## config.mk

```make
export PLATFORM = sky130hd
export DESIGN_NAME = fpec_ctrl
export DESIGN_NICKNAME = d
export VERILOG_FILES = /design/src/include/fpec_pkg.sv /design/src/core/fpec_ctrl.sv
export VERILOG_INCLUDE_DIRS = /design/src /design/src/include
export SDC_FILE = /design/constraint.sdc
export NUM_CORES = 1
export LEC_CHECK = 0
export ABC_AREA = 1
export BUFFER_PORTS_ARGS = -buffer_cell sky130_fd_sc_hd__buf_2
export CAP_MARGIN = 20
export CORE_MARGIN = 5
export CORE_UTILIZATION = 54
export DETAILED_ROUTE_END_ITERATION = 16
export PLACE_DENSITY = 0.88
export SLEW_MARGIN = 40
export SYNTH_ARGS = -nofsm -noshare
export SYNTH_HDL_FRONTEND = slang
export SYNTH_SLANG_ARGS = --single-unit
```

## constraint.sdc

```tcl
create_clock -name sys_clk -period 2.9 [get_ports sys_clk]
set_input_delay 0.29 -clock sys_clk [delete_from_list [all_inputs] [get_ports sys_clk]]
set_output_delay 0.29 -clock sys_clk [all_outputs]
set_load 0.05 [all_outputs]
```

## src/include/fpec_regs.svh

```systemverilog
// register offsets, field positions, reset values and timing counts
`ifndef FPEC_REGS_SVH
`define FPEC_REGS_SVH
`define FPEC_OFS_CTRL     5'h00
`define FPEC_OFS_WDATA    5'h04
`define FPEC_OFS_ADDRL    5'h08
`define FPEC_OFS_ADDRH    5'h0C
`define FPEC_OFS_TIMING   5'h10
`define FPEC_OFS_CLKDIV   5'h14
`define FPEC_OFS_IRQ_STAT 5'h18
`define FPEC_OFS_IRQ_MASK 5'h1C
`define FPEC_CTRL_ERASE   0
`define FPEC_CTRL_PROG    1
`define FPEC_CTRL_WBUSY   6
`define FPEC_CTRL_BUSY    7
`define FPEC_IRQ_WORD     0
`define FPEC_IRQ_ERASE    1
`define FPEC_IRQ_TMO      2
`define FPEC_TIMING_RST   6'h11
`define FPEC_NUM_PAGES    32
`define FPEC_PAGE_BYTES   1024
`define FPEC_PAGE_LSB     9
`define FPEC_TICK_NS      1313
`define FPEC_WORD_NS      20000
`define FPEC_PAGE_NS      20000000
`define FPEC_CHIP_NS      200000000
`define FPEC_TMO_NS       40000
`define FPEC_WORD_TICKS   (`FPEC_WORD_NS / `FPEC_TICK_NS)
`define FPEC_PAGE_TICKS   (`FPEC_PAGE_NS / `FPEC_TICK_NS)
`define FPEC_CHIP_TICKS   (`FPEC_CHIP_NS / `FPEC_TICK_NS)
`define FPEC_TMO_TICKS    ((`FPEC_TMO_NS + `FPEC_TICK_NS - 1) / `FPEC_TICK_NS)
`endif

```

## src/include/fpec_pkg.sv

```systemverilog
// types shared by the flash program/erase controller
`default_nettype none
package fpec_pkg;
  typedef enum logic [3:0] {
    ST_IDLE  = 4'b0001,
    ST_ERASE = 4'b0010,
    ST_WAITB = 4'b0100,
    ST_PROG  = 4'b1000
  } fpec_state_type;
  typedef struct packed {
    logic        prog;
    logic        erase;
    logic        chip;
    logic [13:0] addr;
    logic [15:0] wdata;
  } fpec_flash_cmd_type;
endpackage
`default_nettype wire

```

## src/core/fpec_ctrl.sv

```systemverilog
// flash program/erase controller with avalon-mm register slave
//
// Behaviour
// array is 8, 16 or 32 pages of 1024 bytes each; this design has 32 pages only
// page is the erase unit, 16-bit word the program unit
// programming addresses words with a 14-bit address from high and low registers
// page erase takes the page from address high bits 5 down to 1
// cpu reads see bytes, controller program and erase use word addresses
// writing one to the program start bit begins programming at the loaded address
// programming only clears bits, a one over a zero is ignored
// erase sets every bit to one, page or debug chip erase only
// program data comes from dma or cpu register writes
// word busy flag stays high while each word is programmed
// first data byte is the low byte, second the high byte
// a word is programmed each time two bytes arrive, so bytes come paired
// page erase about 20 ms, chip erase 200 ms, word program 20 us
// flash powers down between reads while the cpu clock is divided
// byte pair missing 40 us after start or busy fall aborts, address kept
// erase started together with program finishes before programming begins
// program start raises first dma request, then one whenever data is accepted; after a high byte the request comes when the word finishes programming
// six-bit timing setting resets to 0x11 and software adjusts it
// after each word the address steps by one and busy clears
//
// Added by the designer: the address map and the Avalon-MM slave port.
`default_nettype none
`include "fpec_regs.svh"
module fpec_ctrl
  import fpec_pkg::*;
#(
  parameter int PAGE_TICKS = `FPEC_PAGE_TICKS,
  parameter int CHIP_TICKS = `FPEC_CHIP_TICKS
) (
  input  wire logic               sys_clk,
  input  wire logic               rst,
  input  wire logic [4:0]         avs_address,
  input  wire logic               avs_read,
  input  wire logic               avs_write,
  input  wire logic [3:0]         avs_byteenable,
  input  wire logic [31:0]        avs_writedata,
  output logic [31:0]             avs_readdata,
  output logic                    avs_waitrequest,
  output logic                    irq,
  output logic                    dma_req,
  input  wire logic               dbg_chip_erase,
  input  wire logic               cpu_rd,
  input  wire logic [14:0]        cpu_rd_addr,
  output logic [7:0]              cpu_rd_byte,
  output logic [13:0]             flash_rd_addr,
  input  wire logic [15:0]        flash_rdata,
  output fpec_flash_cmd_type      flash_cmd,
  output logic                    flash_pwr_dn
);

  fpec_state_type     st_ff;
  fpec_flash_cmd_type cmd_ff;
  logic [31:0] rdata_ff;
  logic        ack_ff;
  logic        dma_ff;
  logic [5:0]  addrh_ff;
  logic [7:0]  addrl_ff;
  logic [5:0]  timing_ff;
  logic [2:0]  clkdiv_ff;
  logic [2:0]  stat_ff;
  logic [2:0]  mask_ff;
  logic [7:0]  low_ff;
  logic        half_ff;
  logic        pend_prog_ff;
  logic [5:0]  tick_cnt_ff;
  logic [17:0] op_cnt_ff;
  logic [13:0] rd_addr_ff;
  logic        rd_lsb_ff;
  logic [7:0]  rd_byte_ff;
  logic        pwr_dn_ff;
  logic [13:0] word_addr;
  logic        req;
  logic        stall;
  logic        wr_en;
  logic        wr_ctrl;
  logic        wr_wdata;
  logic        tick;
  logic [5:0]  fwt_m1;
  logic [17:0] target;
  logic        op_done;
  logic        tmo;
  logic        byte_hi;
  logic [2:0]  ev;

  assign word_addr = {addrh_ff, addrl_ff};

  ////////////////////////////////////////////////////////////////////////////
  // avalon slave: one wait state, data-port writes held off while a word programs

  assign req      = avs_read | avs_write;
  assign wr_ctrl  = wr_en & avs_address == `FPEC_OFS_CTRL;
  assign wr_wdata = wr_en & avs_address == `FPEC_OFS_WDATA;
  // back-pressure on data port keeps bytes from landing mid-program
  assign stall    = avs_write & avs_address == `FPEC_OFS_WDATA & st_ff == ST_PROG;
  assign wr_en    = avs_write & ack_ff & avs_byteenable[0];
  assign avs_waitrequest = req & ~ack_ff;
  assign avs_readdata    = rdata_ff;

  always_ff @(posedge sys_clk) begin
    if (rst) begin
      ack_ff <= 1'b0;
    end else begin
      ack_ff <= req & ~ack_ff & ~stall;
    end
  end

  always_ff @(posedge sys_clk) begin
    if (rst) begin
      rdata_ff <= 32'h0000_0000;
    end else if (avs_read & ~ack_ff) begin
      case (avs_address)
        `FPEC_OFS_CTRL:     rdata_ff <= {24'h00_0000, st_ff != ST_IDLE, st_ff == ST_PROG,
                                         6'h00};
        `FPEC_OFS_ADDRL:    rdata_ff <= {24'h00_0000, addrl_ff};
        `FPEC_OFS_ADDRH:    rdata_ff <= {26'h000_0000, addrh_ff};
        `FPEC_OFS_TIMING:   rdata_ff <= {26'h000_0000, timing_ff};
        `FPEC_OFS_CLKDIV:   rdata_ff <= {29'h0000_0000, clkdiv_ff};
        `FPEC_OFS_IRQ_STAT: rdata_ff <= {29'h0000_0000, stat_ff};
        `FPEC_OFS_IRQ_MASK: rdata_ff <= {29'h0000_0000, mask_ff};
        default:            rdata_ff <= 32'h0000_0000;
      endcase
    end
  end

  always_ff @(posedge sys_clk) begin
    if (rst) begin
      timing_ff <= `FPEC_TIMING_RST;
      clkdiv_ff <= 3'h0;
      mask_ff   <= 3'h0;
    end else if (wr_en) begin
      if (avs_address == `FPEC_OFS_TIMING) begin
        timing_ff <= avs_writedata[5:0];
      end
      if (avs_address == `FPEC_OFS_CLKDIV) begin
        clkdiv_ff <= avs_writedata[2:0];
      end
      if (avs_address == `FPEC_OFS_IRQ_MASK) begin
        mask_ff <= avs_writedata[2:0];
      end
    end
  end

  ////////////////////////////////////////////////////////////////////////////
  // interrupts: a new event beats a write-one clear in the same cycle

  assign ev[`FPEC_IRQ_WORD]  = st_ff == ST_PROG & op_done;
  assign ev[`FPEC_IRQ_ERASE] = st_ff == ST_ERASE & op_done;
  assign ev[`FPEC_IRQ_TMO]   = tmo;

  always_ff @(posedge sys_clk) begin
    if (rst) begin
      stat_ff <= 3'h0;
    end else begin
      stat_ff <= (stat_ff & ~({3{wr_en & avs_address == `FPEC_OFS_IRQ_STAT}}
                 & avs_writedata[2:0])) | ev;
    end
  end

  assign irq = |(stat_ff & mask_ff);

  ////////////////////////////////////////////////////////////////////////////
  // timing generator: tick about every 1.3 us when timing matches the clock

  assign fwt_m1  = (timing_ff == 6'h00) ? 6'h00 : timing_ff - 6'h01;
  assign tick    = tick_cnt_ff >= fwt_m1; // a lowered setting must not wait out a full wrap
  // one counter serves all phases; target follows the phase
  assign target  = (st_ff == ST_PROG) ? 18'(`FPEC_WORD_TICKS) :
                   (st_ff == ST_WAITB) ? 18'(`FPEC_TMO_TICKS) :
                   cmd_ff.chip ? 18'(CHIP_TICKS) : 18'(PAGE_TICKS);
  assign op_done = tick & op_cnt_ff == target - 18'h00001;
  assign tmo     = st_ff == ST_WAITB & op_done & ~(wr_wdata & half_ff);

  always_ff @(posedge sys_clk) begin
    if (rst) begin
      tick_cnt_ff <= 6'h00;
    end else begin
      tick_cnt_ff <= tick ? 6'h00 : tick_cnt_ff + 6'h01;
    end
  end

  always_ff @(posedge sys_clk) begin
    if (rst) begin
      op_cnt_ff <= 18'h00000;
    end else if (st_ff == ST_IDLE | op_done | (st_ff == ST_WAITB & wr_wdata & half_ff)) begin
      op_cnt_ff <= 18'h00000;
    end else if (tick) begin
      op_cnt_ff <= op_cnt_ff + 18'h00001;
    end
  end

  ////////////////////////////////////////////////////////////////////////////
  // sequencer

  assign byte_hi = st_ff == ST_WAITB & wr_wdata & half_ff;

  always_ff @(posedge sys_clk) begin
    if (rst) begin
      st_ff        <= ST_IDLE;
      pend_prog_ff <= 1'b0;
      half_ff      <= 1'b0;
      low_ff       <= 8'h00;
      dma_ff       <= 1'b0;
      cmd_ff       <= '0;
    end else begin
      dma_ff <= 1'b0;
      case (st_ff)
        ST_IDLE: begin
          half_ff <= 1'b0;
          if (wr_ctrl & avs_writedata[`FPEC_CTRL_ERASE]) begin
            st_ff        <= ST_ERASE;
            pend_prog_ff <= avs_writedata[`FPEC_CTRL_PROG];
            cmd_ff.erase <= 1'b1;
            cmd_ff.addr  <= {addrh_ff[5:1], 9'h000};
          end else if (wr_ctrl & avs_writedata[`FPEC_CTRL_PROG]) begin
            st_ff  <= ST_WAITB;
            dma_ff <= 1'b1;
          end else if (dbg_chip_erase) begin
            st_ff        <= ST_ERASE;
            cmd_ff.erase <= 1'b1;
            cmd_ff.chip  <= 1'b1;
          end
        end
        ST_ERASE: begin
          if (op_done) begin
            cmd_ff.erase <= 1'b0;
            cmd_ff.chip  <= 1'b0;
            pend_prog_ff <= 1'b0;
            st_ff        <= pend_prog_ff ? ST_WAITB : ST_IDLE;
            dma_ff       <= pend_prog_ff;
          end
        end
        ST_WAITB: begin
          if (tmo) begin
            st_ff <= ST_IDLE;
          end else if (wr_wdata & ~half_ff) begin
            low_ff  <= avs_writedata[7:0];
            half_ff <= 1'b1;
            dma_ff  <= 1'b1;
          end else if (byte_hi) begin
            half_ff       <= 1'b0;
            st_ff         <= ST_PROG;
            cmd_ff.prog   <= 1'b1;
            cmd_ff.addr   <= word_addr;
            // old contents gate the word so a zero never turns back to one
            cmd_ff.wdata  <= {avs_writedata[7:0], low_ff} & flash_rdata;
          end
        end
        ST_PROG: begin
          if (op_done) begin
            cmd_ff.prog <= 1'b0;
            st_ff       <= ST_WAITB;
            dma_ff      <= 1'b1;
          end
        end
        default: st_ff <= ST_IDLE;
      endcase
    end
  end

  assign flash_cmd = cmd_ff;
  assign dma_req   = dma_ff;

  // address: software loads it, hardware steps it after each word
  always_ff @(posedge sys_clk) begin
    if (rst) begin
      addrh_ff <= 6'h00;
      addrl_ff <= 8'h00;
    end else if (st_ff == ST_PROG & op_done) begin
      {addrh_ff, addrl_ff} <= word_addr + 14'h0001;
    end else if (wr_en & st_ff == ST_IDLE) begin
      if (avs_address == `FPEC_OFS_ADDRL) begin
        addrl_ff <= avs_writedata[7:0];
      end
      if (avs_address == `FPEC_OFS_ADDRH) begin
        addrh_ff <= avs_writedata[5:0];
      end
    end
  end

  ////////////////////////////////////////////////////////////////////////////
  // cpu byte reads and power-down; the array is busy while writing

  always_ff @(posedge sys_clk) begin
    if (rst) begin
      rd_addr_ff <= 14'h0000;
      rd_lsb_ff  <= 1'b0;
      rd_byte_ff <= 8'h00;
      pwr_dn_ff  <= 1'b0;
    end else begin
      rd_addr_ff <= (st_ff == ST_IDLE) ? cpu_rd_addr[14:1] : word_addr;
      rd_lsb_ff  <= cpu_rd_addr[0];
      rd_byte_ff <= rd_lsb_ff ? flash_rdata[15:8] : flash_rdata[7:0];
      pwr_dn_ff  <= clkdiv_ff != 3'h0 & ~cpu_rd & st_ff == ST_IDLE;
    end
  end

  assign flash_rd_addr = rd_addr_ff;
  assign cpu_rd_byte   = rd_byte_ff;
  assign flash_pwr_dn  = pwr_dn_ff;

  ////////////////////////////////////////////////////////////////////////////
  // checks

  property p_step_addr;
    @(posedge sys_clk) disable iff (rst)
    st_ff == ST_PROG && op_done |=> word_addr == $past(word_addr) + 14'h0001
      && st_ff == ST_WAITB && dma_req;
  endproperty
  a_step_addr: assert property (p_step_addr) else $error("address not stepped");

  property p_busy;
    @(posedge sys_clk) disable iff (rst)
    flash_cmd.prog |-> st_ff == ST_PROG && flash_cmd.addr == word_addr;
  endproperty
  a_busy: assert property (p_busy) else $error("program without busy");

  property p_pack;
    @(posedge sys_clk) disable iff (rst)
    byte_hi |=> flash_cmd.prog && flash_cmd.wdata == ({$past(avs_writedata[7:0]),
      $past(low_ff)} & $past(flash_rdata));
  endproperty
  a_pack: assert property (p_pack) else $error("word packed wrong");

  property p_erase_first;
    @(posedge sys_clk) disable iff (rst)
    st_ff == ST_IDLE && wr_ctrl && avs_writedata[`FPEC_CTRL_ERASE]
      && avs_writedata[`FPEC_CTRL_PROG] |=> st_ff == ST_ERASE && flash_cmd.erase
      && !flash_cmd.prog;
  endproperty
  a_erase_first: assert property (p_erase_first) else $error("erase not first");

  property p_page;
    @(posedge sys_clk) disable iff (rst)
    $rose(flash_cmd.erase) && !flash_cmd.chip |->
      flash_cmd.addr[13:`FPEC_PAGE_LSB] == $past(addrh_ff[5:1]);
  endproperty
  a_page: assert property (p_page) else $error("wrong erase page");

  property p_timeout;
    @(posedge sys_clk) disable iff (rst)
    tmo |=> st_ff == ST_IDLE && stat_ff[`FPEC_IRQ_TMO] && word_addr == $past(word_addr);
  endproperty
  a_timeout: assert property (p_timeout) else $error("timeout not handled");

  property p_first_dma;
    @(posedge sys_clk) disable iff (rst)
    st_ff == ST_IDLE && wr_ctrl && !avs_writedata[`FPEC_CTRL_ERASE]
      && avs_writedata[`FPEC_CTRL_PROG] |=> dma_req ##1 !dma_req;
  endproperty
  a_first_dma: assert property (p_first_dma) else $error("no first dma request");

  property p_pwr;
    @(posedge sys_clk) disable iff (rst)
    flash_pwr_dn |-> $past(st_ff == ST_IDLE) && $past(clkdiv_ff) != 3'h0 && !$past(cpu_rd);
  endproperty
  a_pwr: assert property (p_pwr) else $error("bad power-down");

  property p_irq;
    @(posedge sys_clk) disable iff (rst)
    ev != 3'h0 |=> (stat_ff & $past(ev)) == $past(ev);
  endproperty
  a_irq: assert property (p_irq) else $error("event lost");

endmodule
`default_nettype wire

```

==> qor.yml, run 1 <==
global_routing:
  track_usage: 0.260
  overflow: 0
  grt_max_degree: 55
  grt_antenna_before_repair: 0
  grt_pass1_wl_mm: 30.8
  grt_pass1_vias: 6499
sta:
  finalClockSkew_ps: 7.16
  fin_setup_tns_ps: 0
  min_period_ps: 2850
  rsz0062_at_grt: "true"
  hold_violations: 0
  maxSlewHeadroom: 0.524
  drv_slew: 0
  setup_viol: 0
  fin_ws_ps: 49.1
  fin_crit_sh: 0.983
  worst_pin_slew_ps: 713
  max_freq_ghz: 0.351
synthesis:
  synthTopCellsByCount: "228 x nand2_1, 134 x dfxtp_1, 127 x nor2_1, 106 x inv_1, 81 x nand3_1"
  yosysMostFrequentCell: "nand2_1"
  synth_top_area_cell: "dfxtp_1"
  synthSimpleGateAreaFrac: 0.329
  synth_edf_count: 0
  ys_seq_elements: 134
  yosysWarnings: 0
  netlist_instances: 1002
  ys_types: 45
  synthTopCellsByArea: "dfxtp_1 39%, nand2_1 13%, nor2_1 7.0%"
  muxShareOfSynthArea: 0.00734
  syn_avg_cell_area_um2: 6.81
  synth-compound-area-share: 0.123
  synth_ff_type: "dfxtp_1"
  async_reset_ff_frac: 0
  synthAdderAreaFrac: 0.0220
  synthXorXnorAreaFrac: 0.0193
  yosysTopAreaCellShare: 0.393
  synthesis.area_um2: 6820
  synth_top_family_by_area: "simple AND/OR/NAND/NOR gates"
  yosysSeqAreaShare: 0.393
worst_setup_path:
  arrival_ps: 3170
  r2r_setup_slack_ps: 50
  worst_setup_path_end_kind: "register"
  crit_path_max_fanout: 23
  path_class: "reg2reg"
  worstPathRequired_ps: 3220
  start_kind: "register"
  timing.rr.end: "addrl_ff[3]"
  rr_worst_depth: 20
  r2r_start: "st_ff[3]"
layout:
  diodes: 0
  syn_to_final_growth_pct: 27.0
  fin_area_um2: 8660
  fillers: 974
  layout-drive-gt1-share: 0.229
  nets: 1237
  final_cells: 1332
  final_util: 0.692
drt:
  drt_first_pass_iters: 6
  routed_via_density: 5.53
  num_vias: 7368
  initialDrtViolationCount: 740
  wl_per_cell_um: 15.7
  wirelength_mm: 20.9
  postRouteAntennaNets: 0
  drc_errors: 0
pwr:
  powerDensity_nw_per_um2: 703
  ir_worst_vdd_v: 0.000557
  power_leakage_nw: 4.16
hold_path:
  min_to: "flash_pwr_dn"
  min_from: "cpu_rd"
  hold_class: "in2reg"
  min_path_cells: 2
placed_design:
  dp_hpwl_mm: 13.9
  gp_congestion: 0.927
  dpl_cell_area_um2: 7550
  port_buffers: 117
  dp.cells: 1278
  preCtsSetupSlack_ps: -31.0
clock_network:
  cts_tree: "built"
  ctsHoldBuffers: 0
  htree_levels: 4
  cts_buffers: 17
  clk_pin_slew_worst_paths_ps: 60
  cts_buffer_depth: 2
  clkSinkCount: 134
  clockRootBuffer: "clkbuf_16"
  clock_latency_ps: 430
flow_run:
  drv_cap: 0
die:
  fp.dieH_um: 122
  die_w_um: 122
  ios: 169
  dieArea_um2: 15000
  rows: 41
  core_area_um2: 12500
  start_util: 0.545
status:
  status: "complete, no violations"
-- worst max path at each step --
stage / from / end / slack [ps] / cells after the start
6_report: st_ff[3] / addrl_ff[3] / 50 / 20
4_1_cts: timing_ff[1] / op_cnt_ff[17] / -30 / 20
3_5_place_dp: timing_ff[1] / op_cnt_ff[11] / -30 / 21
2_1_floorplan: flash_cmd[30] / low_ff[1] / 200 / 17
3_3_place_gp: timing_ff[1] / op_cnt_ff[11] / 70 / 21
5_1_grt: st_ff[3] / addrl_ff[3] / -130 / 21
-- registers in the layout (all words and copies together), names as in the netlist, 4 cells and up --
register       flops
flash_cmd         33
op_cnt_ff         18
flash_rd_addr     14
addrl_ff           8
avs_readdata       8
cpu_rd_byte        8
low_ff             8
addrh_ff           6
tick_cnt_ff        6
timing_ff          6
st_ff              4
-- metal layers --
metal,wire [um],track usage,vias to the layer above
met4,748,0.121,0
met2,10100,0.432,423
met5,0,0,-
met1,8080,0.318,3337
met3,1910,0.0627,74
li1,-,-,3534
-- cell families (layout without fill, tap and decap cells) --
| group | count (synthesis) | after routing |
|---|---|---|
| AO/OA/AOI/OAI | 158 | 158 |
| XOR/XNOR | 15 | 15 |
| adder cells (fa/ha/maj) | 12 | 12 |
| buffers and inverters | 164 | 299 |
| flip-flops | 134 | 134 |
| multiplexers | 5 | 5 |
| other | 1 | 24 |
| AND/OR/NAND/NOR | 513 | 513 |
-- metrics by stage --
stage                     power [mW]  hold WS, ps
after detailed placement        3.72          434
after global placement          3.70          434
final                           6.09         29.8
after CTS                       5.95         27.5
after floorplan                 3.33          369
after global routing            6.34         25.3
-- critical path, cell delays in order, from the launching register on --
cell and delay (ps):
dfxtp_4 380, inv_2 50, nor2_4 140, nand2_4 100, nand2_4 90, clkinvlp_4 130, ha_4 310, nor2_2 40
nor2_1 120, nand4_1 110, nor2_1 210, nand2_1 90, nor2_1 140, nand2_1 90, nor2_1 150, nand4_2 100
buf_6 190, nand3_1 110, nand3_2 90, nand2_1 60, inv_1 50
-- what timing repair did --
action                                  CTS  global route
endpoints found under the setup margin   20            54
gates cloned                              0             1
pin swaps                                 1            33
buffers inserted                          1            20
gates resized for setup                   8            81
-- layout by cell type (no fill, tap or decap), types with 24 or more instances in the layout --
cell     instances
inv_1           94
nand2_1        218
dfxtp_1        130
o21ai_0         55
nand4_1         32
a21oi_1         70
buf_2          118
conb_1          24
buf_4           33
nand3_1         69
nor2_1         121
-- cell type report --
type                    instances  area [um2]  area share
multi-input cells             727        3770       0.435
flip-flops and latches        134        2700       0.311
repair buffers                156         926       0.107
inverters                     111         443      0.0511
clock buffers                  18         439      0.0507
well taps                     172         215      0.0248
clock inverters                14         174      0.0201
-- power breakdown --
group	switching [mW]	leakage [nW]	internal [mW]
combinational	1.31	2.78	0.490
sequential	0.0639	1.09	1.98
clock	0.859	0.295	1.38
(Power assumes the default switching activity.)
==> run 2: changes to the inputs <==
--- a/config.mk
+++ b/config.mk
@@ -12,7 +12,7 @@
 export CORE_MARGIN = 5
 export CORE_UTILIZATION = 54
 export DETAILED_ROUTE_END_ITERATION = 16
-export PLACE_DENSITY = 0.88
+export PLACE_DENSITY = 0.81
 export SLEW_MARGIN = 40
 export SYNTH_ARGS = -nofsm -noshare
 export SYNTH_HDL_FRONTEND = slang
==> qor.yml, run 2 (synthesis results as in run 1) <==
worst_setup_path:
  arrival_ps: 3130  # -40 ps
  critPathLaunch: "timing_ff[0]"
  r2r_start: "timing_ff[0]"
  worstPathRequired_ps: 3210  # about the same
  worst_setup_path_end_kind: "register"
  start_kind: "register"
  crit_path_max_fanout: 6  # -74%
  path_class: "reg2reg"
sta:
  min_period_ps: 2820  # -31.3 ps
  worst_pin_slew_ps: 677  # -36.3 ps
  max_freq_ghz: 0.355  # +1.1%
  hold_violations: 0  # unchanged
  drv_slew: 0  # unchanged
  finalClockSkew_ps: 7.46  # +0.300 ps
  fin_setup_tns_ps: 0  # unchanged
  maxSlewHeadroom: 0.545  # +0.0213
  fin_crit_sh: 0.972  # -0.0108
  setup_viol: 0  # unchanged
flow_run:
  drv_cap: 0  # unchanged
die:
  core_area_um2: 12500  # unchanged
  rows: 41  # unchanged
  dieArea_um2: 15000  # unchanged
  ios: 169  # unchanged
  fp.dieH_um: 122  # unchanged
  start_util: 0.545  # unchanged
  die_w_um: 122  # unchanged
layout:
  fillers: 1055  # +8.3%
  multi_input_area_um2: 3640  # -3.4%
  largest_reg_flops: 33  # unchanged
  final_util: 0.675  # -0.0173
  layout_common_cells: "224 x nand2_1, 130 x dfxtp_1, 120 x nor2_1"
  register_area_um2: 2690  # about the same
  diodes: 0  # unchanged
  syn_to_final_growth_pct: 23.8
  layout_commonest_cell: "nand2_1"
  nets: 1227  # -0.81%
  layout-drive-gt1-share: 0.203  # -0.0267
global_routing:
  grt_antenna_before_repair: 0  # unchanged
  grt_max_degree: 69  # +25%
  grt_pass1_wl_mm: 30.2  # -2.1%
  track_usage: 0.253  # -0.00729
  overflow: 0  # unchanged
  grt_pass1_vias: 6367  # -2.0%
drt:
  routed_via_density: 5.45  # -1.6%
  drt_first_pass_iters: 5  # -1
  wirelength_mm: 19.4  # -7.0%
  num_vias: 7199  # -2.3%
  postRouteAntennaNets: 0  # unchanged
  drc_errors: 0  # unchanged
  initialDrtViolationCount: 639  # -14%
  wl_per_cell_um: 14.7  # -6.3%
placed_design:
  dp_hpwl_mm: 13.6  # -2.6%
  port_buffers: 117  # unchanged
  gp_congestion: 0.916  # -1.2%
clock_network:
  clock_latency_ps: 420  # about the same
  htree_levels: 4  # unchanged
  cts_tree: "built"
  clockRootBuffer: "clkbuf_16"
  clk_pin_slew_worst_paths_ps: 60  # about the same
  clkSinkCount: 134  # unchanged
  cts_buffers: 17  # unchanged
  cts_buffer_depth: 2  # unchanged
hold_path:
  min_from: "cpu_rd"
  hold_class: "in2reg"
pwr:
  power_leakage_nw: 4.07  # -2.2%
  p_total_mw: 6.09  # about the same
  powerDensity_nw_per_um2: 721  # +2.6%
  ir_worst_vdd_v: 0.000407  # -27%
status:
  status: "complete, no violations"
-- run 2: cell types whose count changed in the layout (fill, tap and decap cells not counted), moves of 3 or more --
cell,delta
buf_4,-8
clkinv_2,-3
inv_1,+5
inv_2,-3
nand2_1,+6
nand2_2,-3
nand3_1,+6
nand3_2,-4
-- run 2: power by group --
group | internal [mW] | switching [mW]
logic | 0.487 | 1.29
clock network | 1.38 | 0.872
registers | 1.98 | 0.0699
total | 3.85 | 2.24
-- run 2: area by class of cell --
| cell class | instances | area share |
|---|---|---|
| inverters | 111 | 0.0507 |
| well taps | 172 | 0.0255 |
| clock buffers | 18 | 0.0508 |
| flip-flops and latches | 134 | 0.319 |
| clock inverters | 14 | 0.0224 |
| multi-input cells | 727 | 0.431 |
| repair buffers | 146 | 0.101 |
-- run 2: metrics by stage --
| stage | setup WS, ps | instance area (um2) | hold WS, ps | std cells |
|---|---|---|---|---|
| detailed placement | 71.6 | 7560 | 434 | 1280 |
| floorplan | 204 | 6910 | 369 | 1025 |
| global route | -89.2 | 8450 | 32.6 | 1322 |
| finish | 80.4 | 8450 | 28.1 | 1322 |
| global placement | 137 | 7560 | 435 | 1280 |
| CTS | 39.6 | 8180 | 11.4 | 1312 |
-- run 2: timing repair --
item,in CTS,in global routing
setup endpoints to repair,0,50
hold buffers,0,0
setup buffers,0,9
hold endpoints to repair,0,0
gates resized for setup,0,56
-- run 2: worst paths after layout --
path         cells after the start  slack (ps)            end
max                             18          80  op_cnt_ff[15]
min                              2          30   flash_pwr_dn
max reg2reg                     18          80  op_cnt_ff[15]
min reg2reg                      2         450   flash_cmd[0]
-- run 2: worst max-delay path, cell delays in order, from the launching register on --
cell	delay (ps)
dfxtp_1	330
inv_1	60
ha_2	180
inv_1	50
nor2_1	40
nand2_1	70
inv_2	50
nor3_2	150
a22oi_1	100
ha_1	350
nand2_1	80
o21a_1	190
nand3_2	80
buf_6	140
nand2_2	80
nor2_4	150
nand4_1	190
o31ai_1	350
nor2_1	60
-- run 2: routing by layer --
layer | track usage | routed length (um)
met1 | 0.335 | 8160
met2 | 0.397 | 8810
met3 | 0.0618 | 1860
met4 | 0.0987 | 568
met5 | 0 | 0
